[src/lqm_pkg.sv]
// Constants, field layouts and carrier types for the link quality monitor
package lqm_pkg;
    localparam int LQM_ADDR_W = 8;
    localparam int LQM_IDX_W = 6;
    // Register indices; byte address is four times the index
    localparam logic [5:0] LQM_IDX_VAR_CTRL = 6'h1a;
    localparam logic [5:0] LQM_IDX_VAR_DATA = 6'h1b;
    localparam logic [5:0] LQM_IDX_MON_CTRL = 6'h1d;
    localparam logic [5:0] LQM_IDX_THR_ACC = 6'h1e;
    // Variance control fields
    localparam int LQM_VC_RDY_BIT = 15;
    localparam int LQM_VC_FREEZE_BIT = 3;
    localparam int LQM_VC_TMR_LSB = 1;
    localparam int LQM_VC_EN_BIT = 0;
    // Monitor control fields
    localparam int LQM_MC_ON_BIT = 15;
    localparam int LQM_MC_RST_LSB = 10;
    localparam int LQM_NPARAM = 5;
    localparam int LQM_NWARN = 2 * LQM_NPARAM;
    // Threshold reset values sit at the extremes, so no parameter raises a warning until they are set
    localparam logic [7:0] LQM_THR_RESET_LO = 8'h00;
    localparam logic [7:0] LQM_THR_RESET_HI = 8'hff;
    localparam logic [15:0] LQM_VAR_DATA_RESET = 16'h0000;
    // Timing
    localparam int LQM_CLK_PERIOD_NS = 10;
    localparam int LQM_VAR_UNIT_NS = 1048576;
    localparam int LQM_VAR_UNIT_CYCLES = LQM_VAR_UNIT_NS / LQM_CLK_PERIOD_NS;
    localparam int LQM_VAR_UNITS_PER_STEP = 2;
    localparam int LQM_TMR_CNT_W = 24;
    localparam int LQM_TMR_UNIT_W = 4;

    typedef enum logic {
        LQM_VR_LOW = 1'b0,
        LQM_VR_HIGH = 1'b1
    } lqm_var_phase_t;

    // Adapted receiver parameters; equalizer in the low byte
    typedef struct packed {
        logic [7:0] freq_control;
        logic [7:0] freq_offset;
        logic [7:0] baseline_wander_param;
        logic [7:0] gain_control_param;
        logic [7:0] equalizer_coeff_param;
    } lqm_params_t;

    // Threshold access register layout, bits 13:0
    typedef struct packed {
        logic sample;
        logic write;
        logic [2:0] sel;
        logic hi;
        logic [7:0] data;
    } lqm_thr_cmd_t;
endpackage

[src/lqm_var_timer.sv]
// Variance computation period timer producing one-cycle elapse pulses
`timescale 1ns/1ps
module lqm_var_timer
    import lqm_pkg::*;
#(
    parameter int UNIT_CYCLES = LQM_VAR_UNIT_CYCLES
) (
    input wire logic pclk, // Clock
    input wire logic presetn, // Async reset, active low
    input wire logic restart, // Restart the period from zero
    input wire logic enable, // Computation enabled
    input wire logic [1:0] period_sel, // Period select, 2 ms steps
    output logic elapsed // One-cycle pulse at period end
);
    logic [LQM_TMR_CNT_W-1:0] cyc_cnt;
    logic [LQM_TMR_UNIT_W-1:0] unit_cnt;
    logic [LQM_TMR_UNIT_W-1:0] unit_last;
    logic unit_tick;

    assign unit_tick = (cyc_cnt == LQM_TMR_CNT_W'(UNIT_CYCLES - 1));
    assign unit_last = LQM_TMR_UNIT_W'((32'(period_sel) + 1) * LQM_VAR_UNITS_PER_STEP - 1);

    always_ff @(posedge pclk or negedge presetn) begin
        if (!presetn) begin
            cyc_cnt <= '0;
        end else if (restart || !enable || unit_tick) begin
            cyc_cnt <= '0;
        end else begin
            cyc_cnt <= cyc_cnt + 1'b1;
        end
    end

    always_ff @(posedge pclk or negedge presetn) begin
        if (!presetn) begin
            unit_cnt <= '0;
            elapsed <= 1'b0;
        end else if (restart || !enable) begin
            unit_cnt <= '0;
            elapsed <= 1'b0;
        end else if (unit_tick) begin
            elapsed <= (unit_cnt >= unit_last);
            unit_cnt <= (unit_cnt >= unit_last) ? '0 : unit_cnt + 1'b1;
        end else begin
            elapsed <= 1'b0;
        end
    end
endmodule

[src/lqm_monitor.sv]
// Link quality monitor: variance readout, threshold monitor, APB registers
`timescale 1ns/1ps
module lqm_monitor
    import lqm_pkg::*;
#(
    parameter int VAR_UNIT_CYCLES = LQM_VAR_UNIT_CYCLES
) (
    input wire logic pclk, // Clock, 100 MHz
    input wire logic presetn, // Async reset, active low
    input wire logic psel, // APB select
    input wire logic penable, // APB enable
    input wire logic pwrite, // APB direction, 1 = write
    input wire logic [LQM_ADDR_W-1:0] paddr, // APB byte address
    input wire logic [31:0] pwdata, // APB write data
    output logic [31:0] prdata, // APB read data
    output logic pready, // APB ready
    output logic pslverr, // APB error, unmapped address
    input wire logic [31:0] var_sum_in, // Running variance sum from receiver
    input wire lqm_params_t params, // Adapted receiver parameters
    input wire logic link_100_up, // Valid 100 Mb link
    input wire logic signal_detect_option, // Signal-detect option bit
    input wire logic lq_int_enable, // Link quality interrupt enabled in mask
    output logic lq_irq, // Interrupt request, level
    output logic dsp_restart, // Pulse: reset receiver DSP, restart adaptation
    output logic link_drop // Pulse: drop reported link status
);
    function automatic logic reg_hit(input logic [LQM_ADDR_W-1:0] a,
                                     input logic [LQM_IDX_W-1:0] idx);
        reg_hit = (a[LQM_ADDR_W-1:2] == idx) && (a[1:0] == 2'b00);
    endfunction

    // Bus strobes
    logic access;
    logic xfer;
    logic wr;
    logic rd;
    assign access = psel && penable && !pready;
    assign xfer = psel && penable && pready;
    assign wr = xfer && pwrite;
    assign rd = xfer && !pwrite;

    logic wr_var_ctrl;
    logic rd_var_data;
    logic wr_mon_ctrl;
    logic rd_mon_ctrl;
    logic wr_thr_acc;
    assign wr_var_ctrl = wr && reg_hit(paddr, LQM_IDX_VAR_CTRL);
    assign rd_var_data = rd && reg_hit(paddr, LQM_IDX_VAR_DATA);
    assign wr_mon_ctrl = wr && reg_hit(paddr, LQM_IDX_MON_CTRL);
    assign rd_mon_ctrl = rd && reg_hit(paddr, LQM_IDX_MON_CTRL);
    assign wr_thr_acc = wr && reg_hit(paddr, LQM_IDX_THR_ACC);

    // Variance state
    logic var_enable;
    logic var_freeze;
    logic var_ready;
    logic [1:0] var_period;
    logic [31:0] var_snap;
    lqm_var_phase_t var_phase;
    logic var_elapsed;

    // Monitor state
    logic mon_on;
    logic [LQM_NPARAM-1:0] restart_en;
    logic [LQM_NWARN-1:0] warn;
    logic [LQM_NWARN-1:0] warn_set;
    logic [LQM_NWARN-1:0] warn_clr;
    logic [LQM_NPARAM-1:0] restart_hit;
    logic irq_armed;
    logic mon_active;

    // Threshold access state
    logic [7:0] thr_lo [LQM_NPARAM];
    logic [7:0] thr_hi [LQM_NPARAM];
    logic acc_sample;
    logic [2:0] acc_sel;
    logic acc_hi;
    logic [7:0] sampled;
    logic [LQM_NPARAM-1:0][7:0] pvec;
    lqm_thr_cmd_t cmd;

    assign pvec = params;
    assign cmd = lqm_thr_cmd_t'(pwdata[13:0]);

    lqm_var_timer #(
        .UNIT_CYCLES(VAR_UNIT_CYCLES)
    ) u_timer (
        .pclk(pclk),
        .presetn(presetn),
        .restart(wr_var_ctrl),
        .enable(var_enable),
        .period_sel(var_period),
        .elapsed(var_elapsed)
    );

    // APB answer: one wait state, data and error registered with pready
    always_ff @(posedge pclk or negedge presetn) begin
        if (!presetn) begin
            pready <= 1'b0;
        end else begin
            pready <= access;
        end
    end

    logic [31:0] rd_mux;
    logic mapped;
    always_comb begin
        rd_mux = '0;
        mapped = 1'b1;
        if (reg_hit(paddr, LQM_IDX_VAR_CTRL)) begin
            rd_mux[LQM_VC_RDY_BIT] = var_ready;
            rd_mux[LQM_VC_FREEZE_BIT] = var_freeze;
            rd_mux[LQM_VC_TMR_LSB +: 2] = var_period;
            rd_mux[LQM_VC_EN_BIT] = var_enable;
        end else if (reg_hit(paddr, LQM_IDX_VAR_DATA)) begin
            rd_mux[15:0] = (var_phase == LQM_VR_LOW) ? var_snap[15:0] : var_snap[31:16];
        end else if (reg_hit(paddr, LQM_IDX_MON_CTRL)) begin
            rd_mux[LQM_MC_ON_BIT] = mon_on;
            rd_mux[LQM_MC_RST_LSB +: LQM_NPARAM] = restart_en;
            rd_mux[LQM_NWARN-1:0] = warn;
        end else if (reg_hit(paddr, LQM_IDX_THR_ACC)) begin
            rd_mux[13] = acc_sample;
            rd_mux[11:9] = acc_sel;
            rd_mux[8] = acc_hi;
            if (acc_sample) begin
                rd_mux[7:0] = sampled;
            end else if (acc_sel < 3'(LQM_NPARAM)) begin
                rd_mux[7:0] = acc_hi ? thr_hi[acc_sel] : thr_lo[acc_sel];
            end
        end else begin
            mapped = 1'b0;
        end
    end

    always_ff @(posedge pclk or negedge presetn) begin
        if (!presetn) begin
            prdata <= '0;
            pslverr <= 1'b0;
        end else if (access) begin
            prdata <= pwrite ? 32'h0000_0000 : rd_mux;
            pslverr <= !mapped;
        end
    end

    // Variance control register
    always_ff @(posedge pclk or negedge presetn) begin
        if (!presetn) begin
            var_enable <= 1'b0;
            var_period <= 2'b00;
        end else if (wr_var_ctrl) begin
            var_enable <= pwdata[LQM_VC_EN_BIT];
            var_period <= pwdata[LQM_VC_TMR_LSB +: 2];
        end
    end

    always_ff @(posedge pclk or negedge presetn) begin
        if (!presetn) begin
            var_freeze <= 1'b0;
        end else if (wr_var_ctrl) begin
            var_freeze <= pwdata[LQM_VC_FREEZE_BIT];
        end else if (rd_var_data && var_phase == LQM_VR_HIGH) begin
            var_freeze <= 1'b0;
        end
    end

    // Read phase: setting the hold restarts at the low half
    always_ff @(posedge pclk or negedge presetn) begin
        if (!presetn) begin
            var_phase <= LQM_VR_LOW;
        end else if (wr_var_ctrl && pwdata[LQM_VC_FREEZE_BIT]) begin
            var_phase <= LQM_VR_LOW;
        end else if (rd_var_data) begin
            var_phase <= (var_phase == LQM_VR_LOW) ? LQM_VR_HIGH : LQM_VR_LOW;
        end
    end

    // Snapshot loads only at period end and never while held
    always_ff @(posedge pclk or negedge presetn) begin
        if (!presetn) begin
            var_snap <= {LQM_VAR_DATA_RESET, LQM_VAR_DATA_RESET};
        end else if (var_elapsed && var_enable && !var_freeze) begin
            var_snap <= var_sum_in;
        end
    end

    // Ready: a new load wins over the clear by the second read
    always_ff @(posedge pclk or negedge presetn) begin
        if (!presetn) begin
            var_ready <= 1'b0;
        end else if (var_elapsed && var_enable && !var_freeze) begin
            var_ready <= 1'b1;
        end else if (rd_var_data && var_phase == LQM_VR_HIGH) begin
            var_ready <= 1'b0;
        end
    end

    // Monitor control register
    always_ff @(posedge pclk or negedge presetn) begin
        if (!presetn) begin
            mon_on <= 1'b0;
            restart_en <= '0;
        end else if (wr_mon_ctrl) begin
            mon_on <= pwdata[LQM_MC_ON_BIT];
            restart_en <= pwdata[LQM_MC_RST_LSB +: LQM_NPARAM];
        end
    end

    assign mon_active = mon_on && link_100_up;

    // Per-parameter comparison; strict compares keep extremes silent
    genvar gi;
    generate
        for (gi = 0; gi < LQM_NPARAM; gi++) begin : g_par
            assign warn_set[2*gi+1] = mon_active && (pvec[gi] > thr_hi[gi]);
            assign warn_set[2*gi] = mon_active && (pvec[gi] < thr_lo[gi]);
            assign restart_hit[gi] = restart_en[gi]
                && (warn_set[2*gi+1] || warn_set[2*gi])
                && !(warn[2*gi+1] || warn[2*gi]);
        end
    endgenerate

    // Clear only what the read reported, so a later event is kept
    assign warn_clr = rd_mon_ctrl ? prdata[LQM_NWARN-1:0] : '0;

    always_ff @(posedge pclk or negedge presetn) begin
        if (!presetn) begin
            warn <= '0;
        end else begin
            warn <= (warn & ~warn_clr) | warn_set;
        end
    end

    // Interrupt request fires once per arming; control read re-arms
    always_ff @(posedge pclk or negedge presetn) begin
        if (!presetn) begin
            lq_irq <= 1'b0;
            irq_armed <= 1'b1;
        end else if ((|warn_set) && lq_int_enable && (irq_armed || rd_mon_ctrl)) begin
            lq_irq <= 1'b1;
            irq_armed <= 1'b0;
        end else if (rd_mon_ctrl) begin
            lq_irq <= 1'b0;
            irq_armed <= 1'b1;
        end
    end

    always_ff @(posedge pclk or negedge presetn) begin
        if (!presetn) begin
            dsp_restart <= 1'b0;
            link_drop <= 1'b0;
        end else begin
            dsp_restart <= |restart_hit;
            link_drop <= (|restart_hit) && !signal_detect_option;
        end
    end

    // Threshold access register
    always_ff @(posedge pclk or negedge presetn) begin
        if (!presetn) begin
            acc_sample <= 1'b0;
            acc_sel <= 3'b000;
            acc_hi <= 1'b0;
        end else if (wr_thr_acc) begin
            acc_sample <= cmd.sample;
            acc_sel <= cmd.sel;
            acc_hi <= cmd.hi;
        end
    end

    always_ff @(posedge pclk or negedge presetn) begin
        if (!presetn) begin
            sampled <= 8'h00;
        end else if (wr_thr_acc && cmd.sample && cmd.sel < 3'(LQM_NPARAM)) begin
            sampled <= pvec[cmd.sel];
        end
    end

    generate
        for (gi = 0; gi < LQM_NPARAM; gi++) begin : g_thr
            always_ff @(posedge pclk or negedge presetn) begin
                if (!presetn) begin
                    thr_lo[gi] <= LQM_THR_RESET_LO;
                    thr_hi[gi] <= LQM_THR_RESET_HI;
                end else if (wr_thr_acc && cmd.write && cmd.sel == 3'(gi)) begin
                    if (cmd.hi) begin
                        thr_hi[gi] <= cmd.data;
                    end else begin
                        thr_lo[gi] <= cmd.data;
                    end
                end
            end
        end
    endgenerate
endmodule

[config.mk]
export PLATFORM = sky130hd
export DESIGN_NAME = lqm_monitor
export DESIGN_NICKNAME = d
export VERILOG_FILES = /design/src/lqm_pkg.sv /design/src/lqm_var_timer.sv /design/src/lqm_monitor.sv
export SDC_FILE = /design/constraint.sdc
export NUM_CORES = 1
export LEC_CHECK = 0
export BUFFER_PORTS_ARGS = -buffer_cell sky130_fd_sc_hd__buf_2
export CAP_MARGIN = 10
export CORE_UTILIZATION = 45
export CTS_CLUSTER_DIAMETER = 30
export DETAILED_ROUTE_END_ITERATION = 7
export GPL_ROUTABILITY_DRIVEN = 1
export PLACE_DENSITY_LB_ADDON = 0.08
export SLEW_MARGIN = 20
export SYNTH_ARGS = -nofsm -noshare
export SYNTH_HDL_FRONTEND = slang
export SYNTH_SLANG_ARGS = --single-unit
[constraint.sdc]
create_clock -name pclk -period 5 [get_ports pclk]
set_clock_uncertainty 0.1 [all_clocks]
set_input_delay 0.25 -clock pclk [delete_from_list [all_inputs] [get_ports pclk]]
set_output_delay 0.25 -clock pclk [all_outputs]
set_load 0.03 [all_outputs]
### Yosys cells after proc, flatten, opt, wreduce, memory -nomap -nowiden

Index checks and enable logic that the tools add are counted.
W data, S select, Z words.

* $add $sub $neg: 4
* $lt $le $gt $ge: 15
* equal/unequal tests: 9
* muxes and demuxes: 44
* bitwise operators: 5
* reduce and logical (&&, ||, !) cells: 93

Operator list (count)
* $bmux W8 S3: 3
* $mux W8: 8
* $logic_and A1 B1 Y1: 50
* $mux W16: 3
* $gt A8 B8 Y1: 5
* $lt A8 B8 Y1: 5
* $add A24 B1 Y24 const B: 1
* $eq A24 B17 Y1 const B: 1
* $eq A6 B5 Y1 const B: 4
* $mux W12: 2
* $mux W24: 1
* $mux W1: 20
* $reduce_and A2 Y1: 10
* $mux W4: 4
* $logic_or A1 B1 Y1: 13
* $logic_not A1 Y1: 11
* $mux W11: 1
* $and A10 B10 Y10: 1
* $mux W10: 1
* $not A10 Y10: 1
* $or A10 B10 Y10: 1
* $reduce_bool A2 Y1: 5
* $reduce_or A10 Y1: 1
* $eq A3 B2 Y1 const B: 2
* 15 further kinds: 16

* register bits: 214
* output and inout port bits: 37
* word-level logic and storage cells: 203

### Depth between registers and ports, before layout

Gate-level depths: netlist of the first run.

* depth after elaboration: 12
* mapped depth: 9
* mapped depth without buffers: 9

### Modules after synthesis

From an unflattened synthesis of the first run, not the netlist that was laid out.

* cell total of the unflattened synthesis: 1100
* area total of the unflattened synthesis: 11654.9 um2

By module, submodules not included
* lqm_monitor: instances 1, cells each 923, area each 10014.6 um2
* lqm_var_timer: instances 1, cells each 177, area each 1640.3 um2

### Least setup slack after synthesis of the first run

No wires, ideal clock.

* path kind: input -> register
* start: input port paddr[7]
* end: register thr_hi[24] in the netlist's numbering
* data arrival time: 2129 ps
* path slack: 2689 ps
* stages: 7
* path buffers: 0
* path through: nor4b_2 nand2_1 or3_4 nor2_8 nand4_4 nor3b_4 mux2_2

* longest elaborated chain between the ends: 6

Ends and longest elaborated chain
* from (decl): RTL line lqm_monitor.sv:13 `input wire logic [LQM_ADDR_W-1:0] paddr,`
* $eq A6 B5 Y1: RTL line lqm_monitor.sv:29 `reg_hit = (a[LQM_ADDR_W-1:2] == idx) && (a[1:0] == 2'b00);`
* $logic_and A1 B1 Y1: RTL line lqm_monitor.sv:29
* $logic_and A1 B1 Y1: RTL line lqm_monitor.sv:51 `assign wr_thr_acc = wr && reg_hit(paddr, LQM_IDX_THR_ACC);`
* $logic_and A1 B1 Y1 (2 in series): RTL line lqm_monitor.sv:284 `end else if (wr_thr_acc && cmd.write && cmd.sel == 3'(gi)) begin`
* $reduce_and A2 Y1 (no source line)
* to (signal, indexed assignment): RTL line lqm_monitor.sv:286 `thr_hi[gi] <= cmd.data;`
* to (decl): RTL line lqm_monitor.sv:74 `logic [7:0] thr_hi [LQM_NPARAM];`

Every way passes these cells.
A chain may end at the register's enable or synchronous reset.

### Worst setup path in the final report of the first run

* start: register thr_hi[34] in the netlist's numbering
* end: register link_drop

* longest elaborated chain between the ends: 7

Ends and longest elaborated chain
* $gt A8 B8 Y1: RTL line lqm_monitor.sv:214 `assign warn_set[2*gi+1] = mon_active && (pvec[gi] > thr_hi[gi]);`
* $logic_and A1 B1 Y1: RTL line lqm_monitor.sv:214
* $logic_or A1 B1 Y1: RTL line lqm_monitor.sv:217 `&& (warn_set[2*gi+1] || warn_set[2*gi])`
* $logic_and A1 B1 Y1: RTL line lqm_monitor.sv:217
* $logic_and A1 B1 Y1: RTL line lqm_monitor.sv:218 `&& !(warn[2*gi+1] || warn[2*gi]);`
* $reduce_or A5 Y1: RTL line lqm_monitor.sv:253 `link_drop <= (|restart_hit) && !signal_detect_option;`
* $logic_and A1 B1 Y1: RTL line lqm_monitor.sv:253
* to (signal assigned): RTL line lqm_monitor.sv:253
* to (decl): RTL line lqm_monitor.sv:25 `output logic link_drop`

Every way passes these cells.

==> run_results.csv, run 1 <==
group,metric,value,unit
hold_path,hold_class,"in2reg",
floorplan,dieHeight,163,µm
yosys,synth-seq-cells,198,
detailed_routing,wl_per_cell,20.8,µm
power_and_ir_drop,p_total,3.52,mW
clocking,tritoncts,"built",
cells_and_area,fill_cells,2322,
sta,setup_viol,0,
critical_path,end_kind,"register",
detailed_routing,ant_nets,0,
clocking,ctsRootBufferMaster,"clkbuf_16",
detailed_routing,route.detailed.drc,0,
floorplan,num_rows,58,
grt,grt_max_degree,109,
floorplan,dieWidth,163,µm
place,place_area,12500,µm²
yosys,synth_area,11600,µm²
clocking,cts_hold_repair.buffers,39,
yosys,synthArstFlopShare,1.00,
grt,grt.overflow.total,0,
critical_path,cpMaxStageDelayCell,"nor4b_1",
clocking,cts_buffer_depth,2,
clocking,cts_setup_buffers,0,
sta,slew_viol_final,0,
critical_path,r2r-start,"thr_hi[34]",
critical_path,reg2reg_slack,2.06,ns
clocking,path_clk_slew,0.08,ns
cells_and_area,mostFrequentLayoutCell,"dfrtp_1",
yosys,synth_top_area_cell,"dfrtp_1",
power_and_ir_drop,ir_drop,0.000181,V
place,dp_hpwl,24300,µm
clocking,ctsResizeCount,0,
clocking,clock_sinks,198,
critical_path,critPathLaunchType,"register",
grt,grt_pass1_vias,8743,
power_and_ir_drop,p_per_area,260,nW/µm²
critical_path,path_class,"reg2reg",
sta,grt_setup_unrepaired,"false",
yosys,synth_flop_cell,"dfrtp_1",
hold_path,hold_path_end,"acc_hi",
cells_and_area,final_util,0.536,
detailed_routing,drt_pass1_iterations,6,
critical_path,cp_num_buf_inv,1,
yosys,syn_avg_cell_area,10.5,µm²
yosys,synthesis.instances,1109,
cells_and_area,postLayoutCellArea,13500,µm²
cells_and_area,nNetsFinal,1450,
yosys,synth_edf_count,0,
critical_path,crit_chain,"inv_1, ha_1, nand4_1, nand2_1, a211oi_1, nor3_1, nor4b_1, a31o_2, o31a_1",
cells_and_area,antenna_cells,0,
cells_and_area,multiInputGateArea,6040,µm²
sta,hold_violations,0,
critical_path,path_delay_family,"simple AND/OR/NAND/NOR gates",
grt,track_usage,0.260,
yosys,yosysWarningCount,0,
yosys,yosysUniqueCellTypes,68,
detailed_routing,wirelength,33200,µm
grt,grt_first_pass_wirelength,51100,µm
floorplan,io_pins,157,
yosys,synthTopCellsByArea,"dfrtp_1 34%, mux2_2 12%, dfstp_2 9.3%, ha_1 8.6%, nand2_1 3.2%",
sta,period_minus_slack,2.94,ns
place,port_buffers,124,
job,cap_violations,0,
cells_and_area,layout_common_cells,"157 x dfrtp_1, 123 x mux2_2, 123 x buf_2",
cells_and_area,fin_cells,1593,
power_and_ir_drop,leakagePower,5.92,nW
cells_and_area,seq_area,5010,µm²
sta,tightest_slew,1.03,ns
detailed_routing,vias_per_cell,5.63,
clocking,clock_latency,0.44,ns
floorplan,start_util,0.460,
floorplan,core_area,25300,µm²
place,globalplace.congestion,0.869,
yosys,ys_seq_area_frac,0.431,
hold_path,min_from,"pwdata[8]",
critical_path,cp.required,5.29,ns
critical_path,cp_max_fo,3,
sta,fmax,0.340,GHz
clocking,cts_buffers,17,
critical_path,worst_r2r_endpoint,"link_drop",
clocking,cts_htree_levels,4,
floorplan,die-area,26500,µm²
critical_path,cp-startpoint,"thr_hi[34]",
run_status,status,"finished, final reports clean",
place,dp.cells,1522,
grt,antenna_found_initial,0,
detailed_routing,drtIter0Drc,752,
critical_path,critPathArrivalTime,3.22,ns
cells_and_area,area_growth_syn_to_layout,16.5,%
hold_path,worstHoldPathCells,2,
cells_and_area,layout-drive-gt1-share,0.287,
yosys,yosysTopAreaCellShare,0.338,
critical_path,critPathMaxStageDelay,0.64,ns
detailed_routing,vias,8972,
sta,slew_headroom,0.311,
critical_path,r2r_cells,9,
sta,timing.setup.tns,0,ns
sta,min_period_over_period,0.588,
-- cell usage after synthesis, drive strengths merged (5+ instances only) --
library cell,count
or3,6
xor2,14
nor3b,5
nor3,22
a22oi,17
a22o,5
mux4,16
nand2b,11
o22ai,14
mux2,123
nand2,99
o211ai,8
a211oi,9
o21ai,50
a21o,5
clkbuf,33
ha,80
dfstp,41
nor2b,18
mux2i,32
dfrtp,157
a21oi,55
a31oi,6
nand3,23
nand4,18
nor2,68
buf,30
inv,90
xnor2,11
-- registers in the layout, indices dropped and copies added (netlist names), 2 cells and up --
| name | count |
|---|---|
| u_timer.unit_cnt | 4 |
| acc_sel | 3 |
| thr_hi | 40 |
| sampled | 8 |
| warn | 10 |
| var_period | 2 |
| prdata | 16 |
| thr_lo | 40 |
| restart_en | 5 |
| u_timer.cyc_cnt | 24 |
| var_snap | 32 |
-- where the power goes --
part / switching (mW) / total [mW] / internal [mW]
logic: 0.194 / 0.315 / 0.121
registers: 0.0119 / 1.63 / 1.62
clock network: 0.696 / 1.58 / 0.881
-- cell type report --
| type | instances | share of cell area |
|---|---|---|
| sequential | 198 | 0.370 |
| tap | 330 | 0.0305 |
| clock inverter | 14 | 0.0174 |
| multi-input combinational | 773 | 0.446 |
| timing repair buffer | 170 | 0.0792 |
| inverter | 90 | 0.0249 |
| clock buffer | 18 | 0.0324 |
-- per-layer routing --
| metal | GRT usage | part of all wire | up-vias |
|---|---|---|---|
| met2 | 0.394 | 0.45 | 275 |
| met4 | 0.0743 | 0.022 | 0 |
| met1 | 0.379 | 0.47 | 4470 |
| met3 | 0.0466 | 0.058 | 47 |
| met5 | 0 | 0 | - |
| li1 | - | - | 4180 |
-- cell families (layout without fill, tap and decap cells) --
logic type | Yosys count | count (layout) | synth area share
adders and majority gates | 80 | 80 | 0.0861
muxes | 171 | 171 | 0.178
DFF | 198 | 198 | 0.431
xor gates and xnor gates | 25 | 25 | 0.0188
and+or+nand+nor | 290 | 290 | 0.129
buffers and inverters | 153 | 292 | 0.0554
AOI/OAI and AO/OA | 191 | 191 | 0.102
other | 1 | 16 | 0.000323
-- stage by stage --
stage          hold slack, ns  setup WS (ns)
6_report               0.0870           2.06
3_3_place_gp            0.337           1.84
2_1_floorplan          -0.146           2.69
3_5_place_dp            0.326           1.86
4_1_cts                0.0671           2.06
5_1_grt                0.0852           1.95
-- worst max-delay path by stage --
stage                        to  depth (start not counted)
finish                link_drop                          9
global route        dsp_restart                          9
CTS                   link_drop                          9
detailed placement   thr_hi[16]                          8
global placement     thr_hi[17]                          8
floorplan            thr_hi[24]                          7
Note: power is estimated with default switching activity, not from simulation.
==> run 2: changes to the inputs <==
--- a/config.mk
+++ b/config.mk
@@ -5,6 +5,7 @@
 export SDC_FILE = /design/constraint.sdc
 export NUM_CORES = 1
 export LEC_CHECK = 0
+export ABC_AREA = 1
 export BUFFER_PORTS_ARGS = -buffer_cell sky130_fd_sc_hd__buf_2
 export CAP_MARGIN = 10
 export CORE_UTILIZATION = 45
==> constraint.sdc (replaced) <==
create_clock -name pclk -period 3.03 [get_ports pclk]
set_clock_uncertainty 0.1 [all_clocks]
set_input_delay 0.1515 -clock pclk [delete_from_list [all_inputs] [get_ports pclk]]
set_output_delay 0.1515 -clock pclk [all_outputs]
set_load 0.03 [all_outputs]
==> run 2 against run 1 <==
  * Flip-flop and latch count is the same
  * Via count grew 17%
  * Worst setup slack lost 1.4 ns
  * Critical path type unchanged
  * Largest cell class unchanged
  * Largest power group unchanged
==> run_results.csv, run 2 <==
group,metric,value,unit
run_status,status,"finished, final reports clean",
cells_and_area,fill_cells,2570,
sta,period_minus_slack,2.38,ns
detailed_routing,vias_per_cell,5.25,
cells_and_area,antenna_cells,0,
critical_path,end_kind,"register",
sta,min_period_over_period,0.785,
sta,hold_violations,0,
power_and_ir_drop,p_comb_frac,0.102,
yosys,syn_avg_cell_area,7.97,µm²
critical_path,r2r_cells,12,
yosys,synth_flop_cell,"dfrtp_1",
clocking,tritoncts,"built",
sta,tightest_slew,0.849,ns
critical_path,cp.required,3.26,ns
power_and_ir_drop,ir_drop,0.000343,V
cells_and_area,layout_common_cells,"420 x nand2_1, 176 x inv_1, 157 x dfrtp_1",
yosys,synth_top_area_cell,"dfrtp_1",
floorplan,die-area,27100,µm²
yosys,synth_commonest_cells,"420 x nand2_1, 176 x inv_1, 157 x dfrtp_1, 97 x a21oi_1, 86 x nor2_1",
detailed_routing,route.detailed.drc,0,
sta,slew_headroom,0.430,
yosys,synthTopCellsByArea,"dfrtp_1 33%, nand2_1 13%, dfstp_2 9.0%, ha_1 8.4%, inv_1 5.5%",
grt,track_usage,0.275,
grt,grt.overflow.total,0,
clocking,cts_buffer_depth,2,
clocking,cts_setup_buffers,0,
cells_and_area,nNetsFinal,1851,
sta,fmax,0.421,GHz
yosys,yosys.cell_count.top_type,"nand2_1",
cells_and_area,area_growth_syn_to_layout,16.0,%
floorplan,num_rows,59,
cells_and_area,seq_area,5010,µm²
critical_path,reg2reg_slack,0.65,ns
floorplan,dieWidth,165,µm
power_and_ir_drop,leakagePower,6.43,nW
floorplan,start_util,0.459,
clocking,path_clk_slew,0.08,ns
critical_path,worst_r2r_endpoint,"prdata[2]",
power_and_ir_drop,p_int,4.00,mW
yosys,synthesis.instances,1495,
hold_path,hold_class,"in2reg",
grt,grt_max_degree,85,
clocking,ctsResizeCount,0,
floorplan,io_pins,157,
floorplan,dieHeight,165,µm
detailed_routing,drt_pass1_iterations,5,
sta,grt_setup_unrepaired,"false",
detailed_routing,vias,10500,
detailed_routing,wl_per_cell,18.0,µm
floorplan,core_area,26000,µm²
clocking,clock_sinks,198,
cells_and_area,layout-drive-gt1-share,0.170,
clocking,ctsRootBufferMaster,"clkbuf_16",
yosys,yosysUniqueCellTypes,52,
power_and_ir_drop,clkPwrFrac,0.420,
critical_path,r2r-start,"acc_sel[2]",
critical_path,cpMaxStageDelayCell,"dfrtp_1",
clocking,cts_buffers,17,
cells_and_area,mostFrequentLayoutCell,"nand2_1",
job,cap_violations,0,
power_and_ir_drop,p_per_area,406,nW/µm²
place,globalplace.congestion,0.993,
critical_path,path_class,"reg2reg",
power_and_ir_drop,switching_share,0.288,
hold_path,hold_path_end,"sampled[6]",
detailed_routing,wirelength,36000,µm
yosys,yosysTopAreaCellShare,0.330,
yosys,synth_edf_count,0,
critical_path,path_common_cell,"nand2_1",
hold_path,min_from,"params[38]",
grt,grt_first_pass_wirelength,54900,µm
critical_path,critPathArrivalTime,2.60,ns
clocking,clock_latency,0.45,ns
critical_path,critPathMaxStageDelay,0.47,ns
yosys,ys_seq_area_frac,0.420,
cells_and_area,multiInputGateArea,5920,µm²
yosys,synthArstFlopShare,1.00,
power_and_ir_drop,p_seq_frac,0.478,
sta,timing.setup.tns,0,ns
sta,setup_viol,0,
grt,antenna_found_initial,0,
hold_path,worstHoldPathCells,3,
clocking,cts_htree_levels,4,
detailed_routing,ant_nets,0,
clocking,cts_hold_repair.buffers,43,
place,port_buffers,124,
yosys,yosysWarningCount,0,
critical_path,critPathLaunchType,"register",
detailed_routing,drtIter0Drc,796,
place,dp_hpwl,27000,µm
power_and_ir_drop,switching_power,1.62,mW
sta,slew_viol_final,0,
grt,grt_pass1_vias,9718,
sta,timing.hold.ws,0.0117,ns
yosys,synth_area,11900,µm²
critical_path,crit_chain,"inv_1, nand2_1, nor2_1, a21oi_1, o21ai_0, nand2_1, nand3_1, nand2_1, nand2_1, nand2_1, nand2_1, nand2_1",
cells_and_area,reg_top3,"thr_hi: 40 flops, thr_lo: 40 flops, var_snap: 32 flops",
yosys,synth-seq-cells,198,
critical_path,cp_max_fo,11,
-- run 2: cell type report --
class                      instances  share of cell area
multi-input combinational       1070               0.428
sequential                       198               0.362
timing repair buffer             182              0.0857
inverter                         182              0.0494
clock buffer                      17              0.0308
tap                              335              0.0303
clock inverter                    15              0.0134
-- run 2: cells by family (layout without fill, tap and decap cells) --
| logic type | count (synthesis) | after routing | share of synthesized area |
|---|---|---|---|
| AND/OR/NAND/NOR | 635 | 635 | 0.235 |
| adder cells (fa/ha/maj) | 80 | 80 | 0.0840 |
| AO/OA/AOI/OAI | 302 | 302 | 0.139 |
| other | 1 | 16 | 0.000315 |
| flip-flops | 198 | 198 | 0.420 |
| buffers and inverters | 242 | 396 | 0.0883 |
| multiplexers | 32 | 32 | 0.0298 |
| XOR/XNOR | 5 | 5 | 0.00367 |
-- run 2: power groups by stage --
stage | clock (mW) | sequential, mW | combinational (mW)
floorplan | 0 | 2.74 | 0.267
global placement | 0 | 2.73 | 0.521
detailed placement | 0 | 2.73 | 0.531
CTS | 2.39 | 2.68 | 0.577
global route | 2.47 | 2.69 | 0.643
finish | 2.35 | 2.68 | 0.574
-- run 2: layer usage --
layer  global-route usage  part of all wire  vias to the layer above
li1                     -                 -                     5193
met1                0.402              0.48                     4969
met2                0.420              0.44                      308
met3               0.0439             0.060                       33
met4               0.0713             0.018                        0
met5                    0                 0                        -
-- run 2: critical path: cells and delay by family (launching register included) --
kind,cells,cell delay [ns]
simple gates,9,0.99
buf+inv,1,0.32
compound gates,2,0.38
flops,1,0.47
-- run 2: how the worst max path moves through the flow --
stage | end | from | slack, ns | depth (start not counted)
after floorplan | sampled[0] | pready | 1.04 | 5
after global placement | prdata[2] | acc_sel[2] | 0.71 | 12
after detailed placement | prdata[2] | acc_sel[2] | 0.72 | 12
after CTS | prdata[2] | acc_sel[2] | 0.71 | 12
after global routing | prdata[2] | acc_sel[2] | 0.44 | 12
final | prdata[2] | acc_sel[2] | 0.65 | 12
-- run 2: per-stage QoR --
stage	utilization	cell area, µm²	setup WS (ns)	total power, mW	instances
finish	0.532	13800	0.653	5.61	1999
global route	0.532	13800	0.443	5.80	1999
CTS	0.532	13800	0.706	5.65	1999
detailed placement	0.492	12800	0.722	3.26	1924
global placement	0.492	12800	0.707	3.25	1924
floorplan	-	12000	1.04	3.00	1510
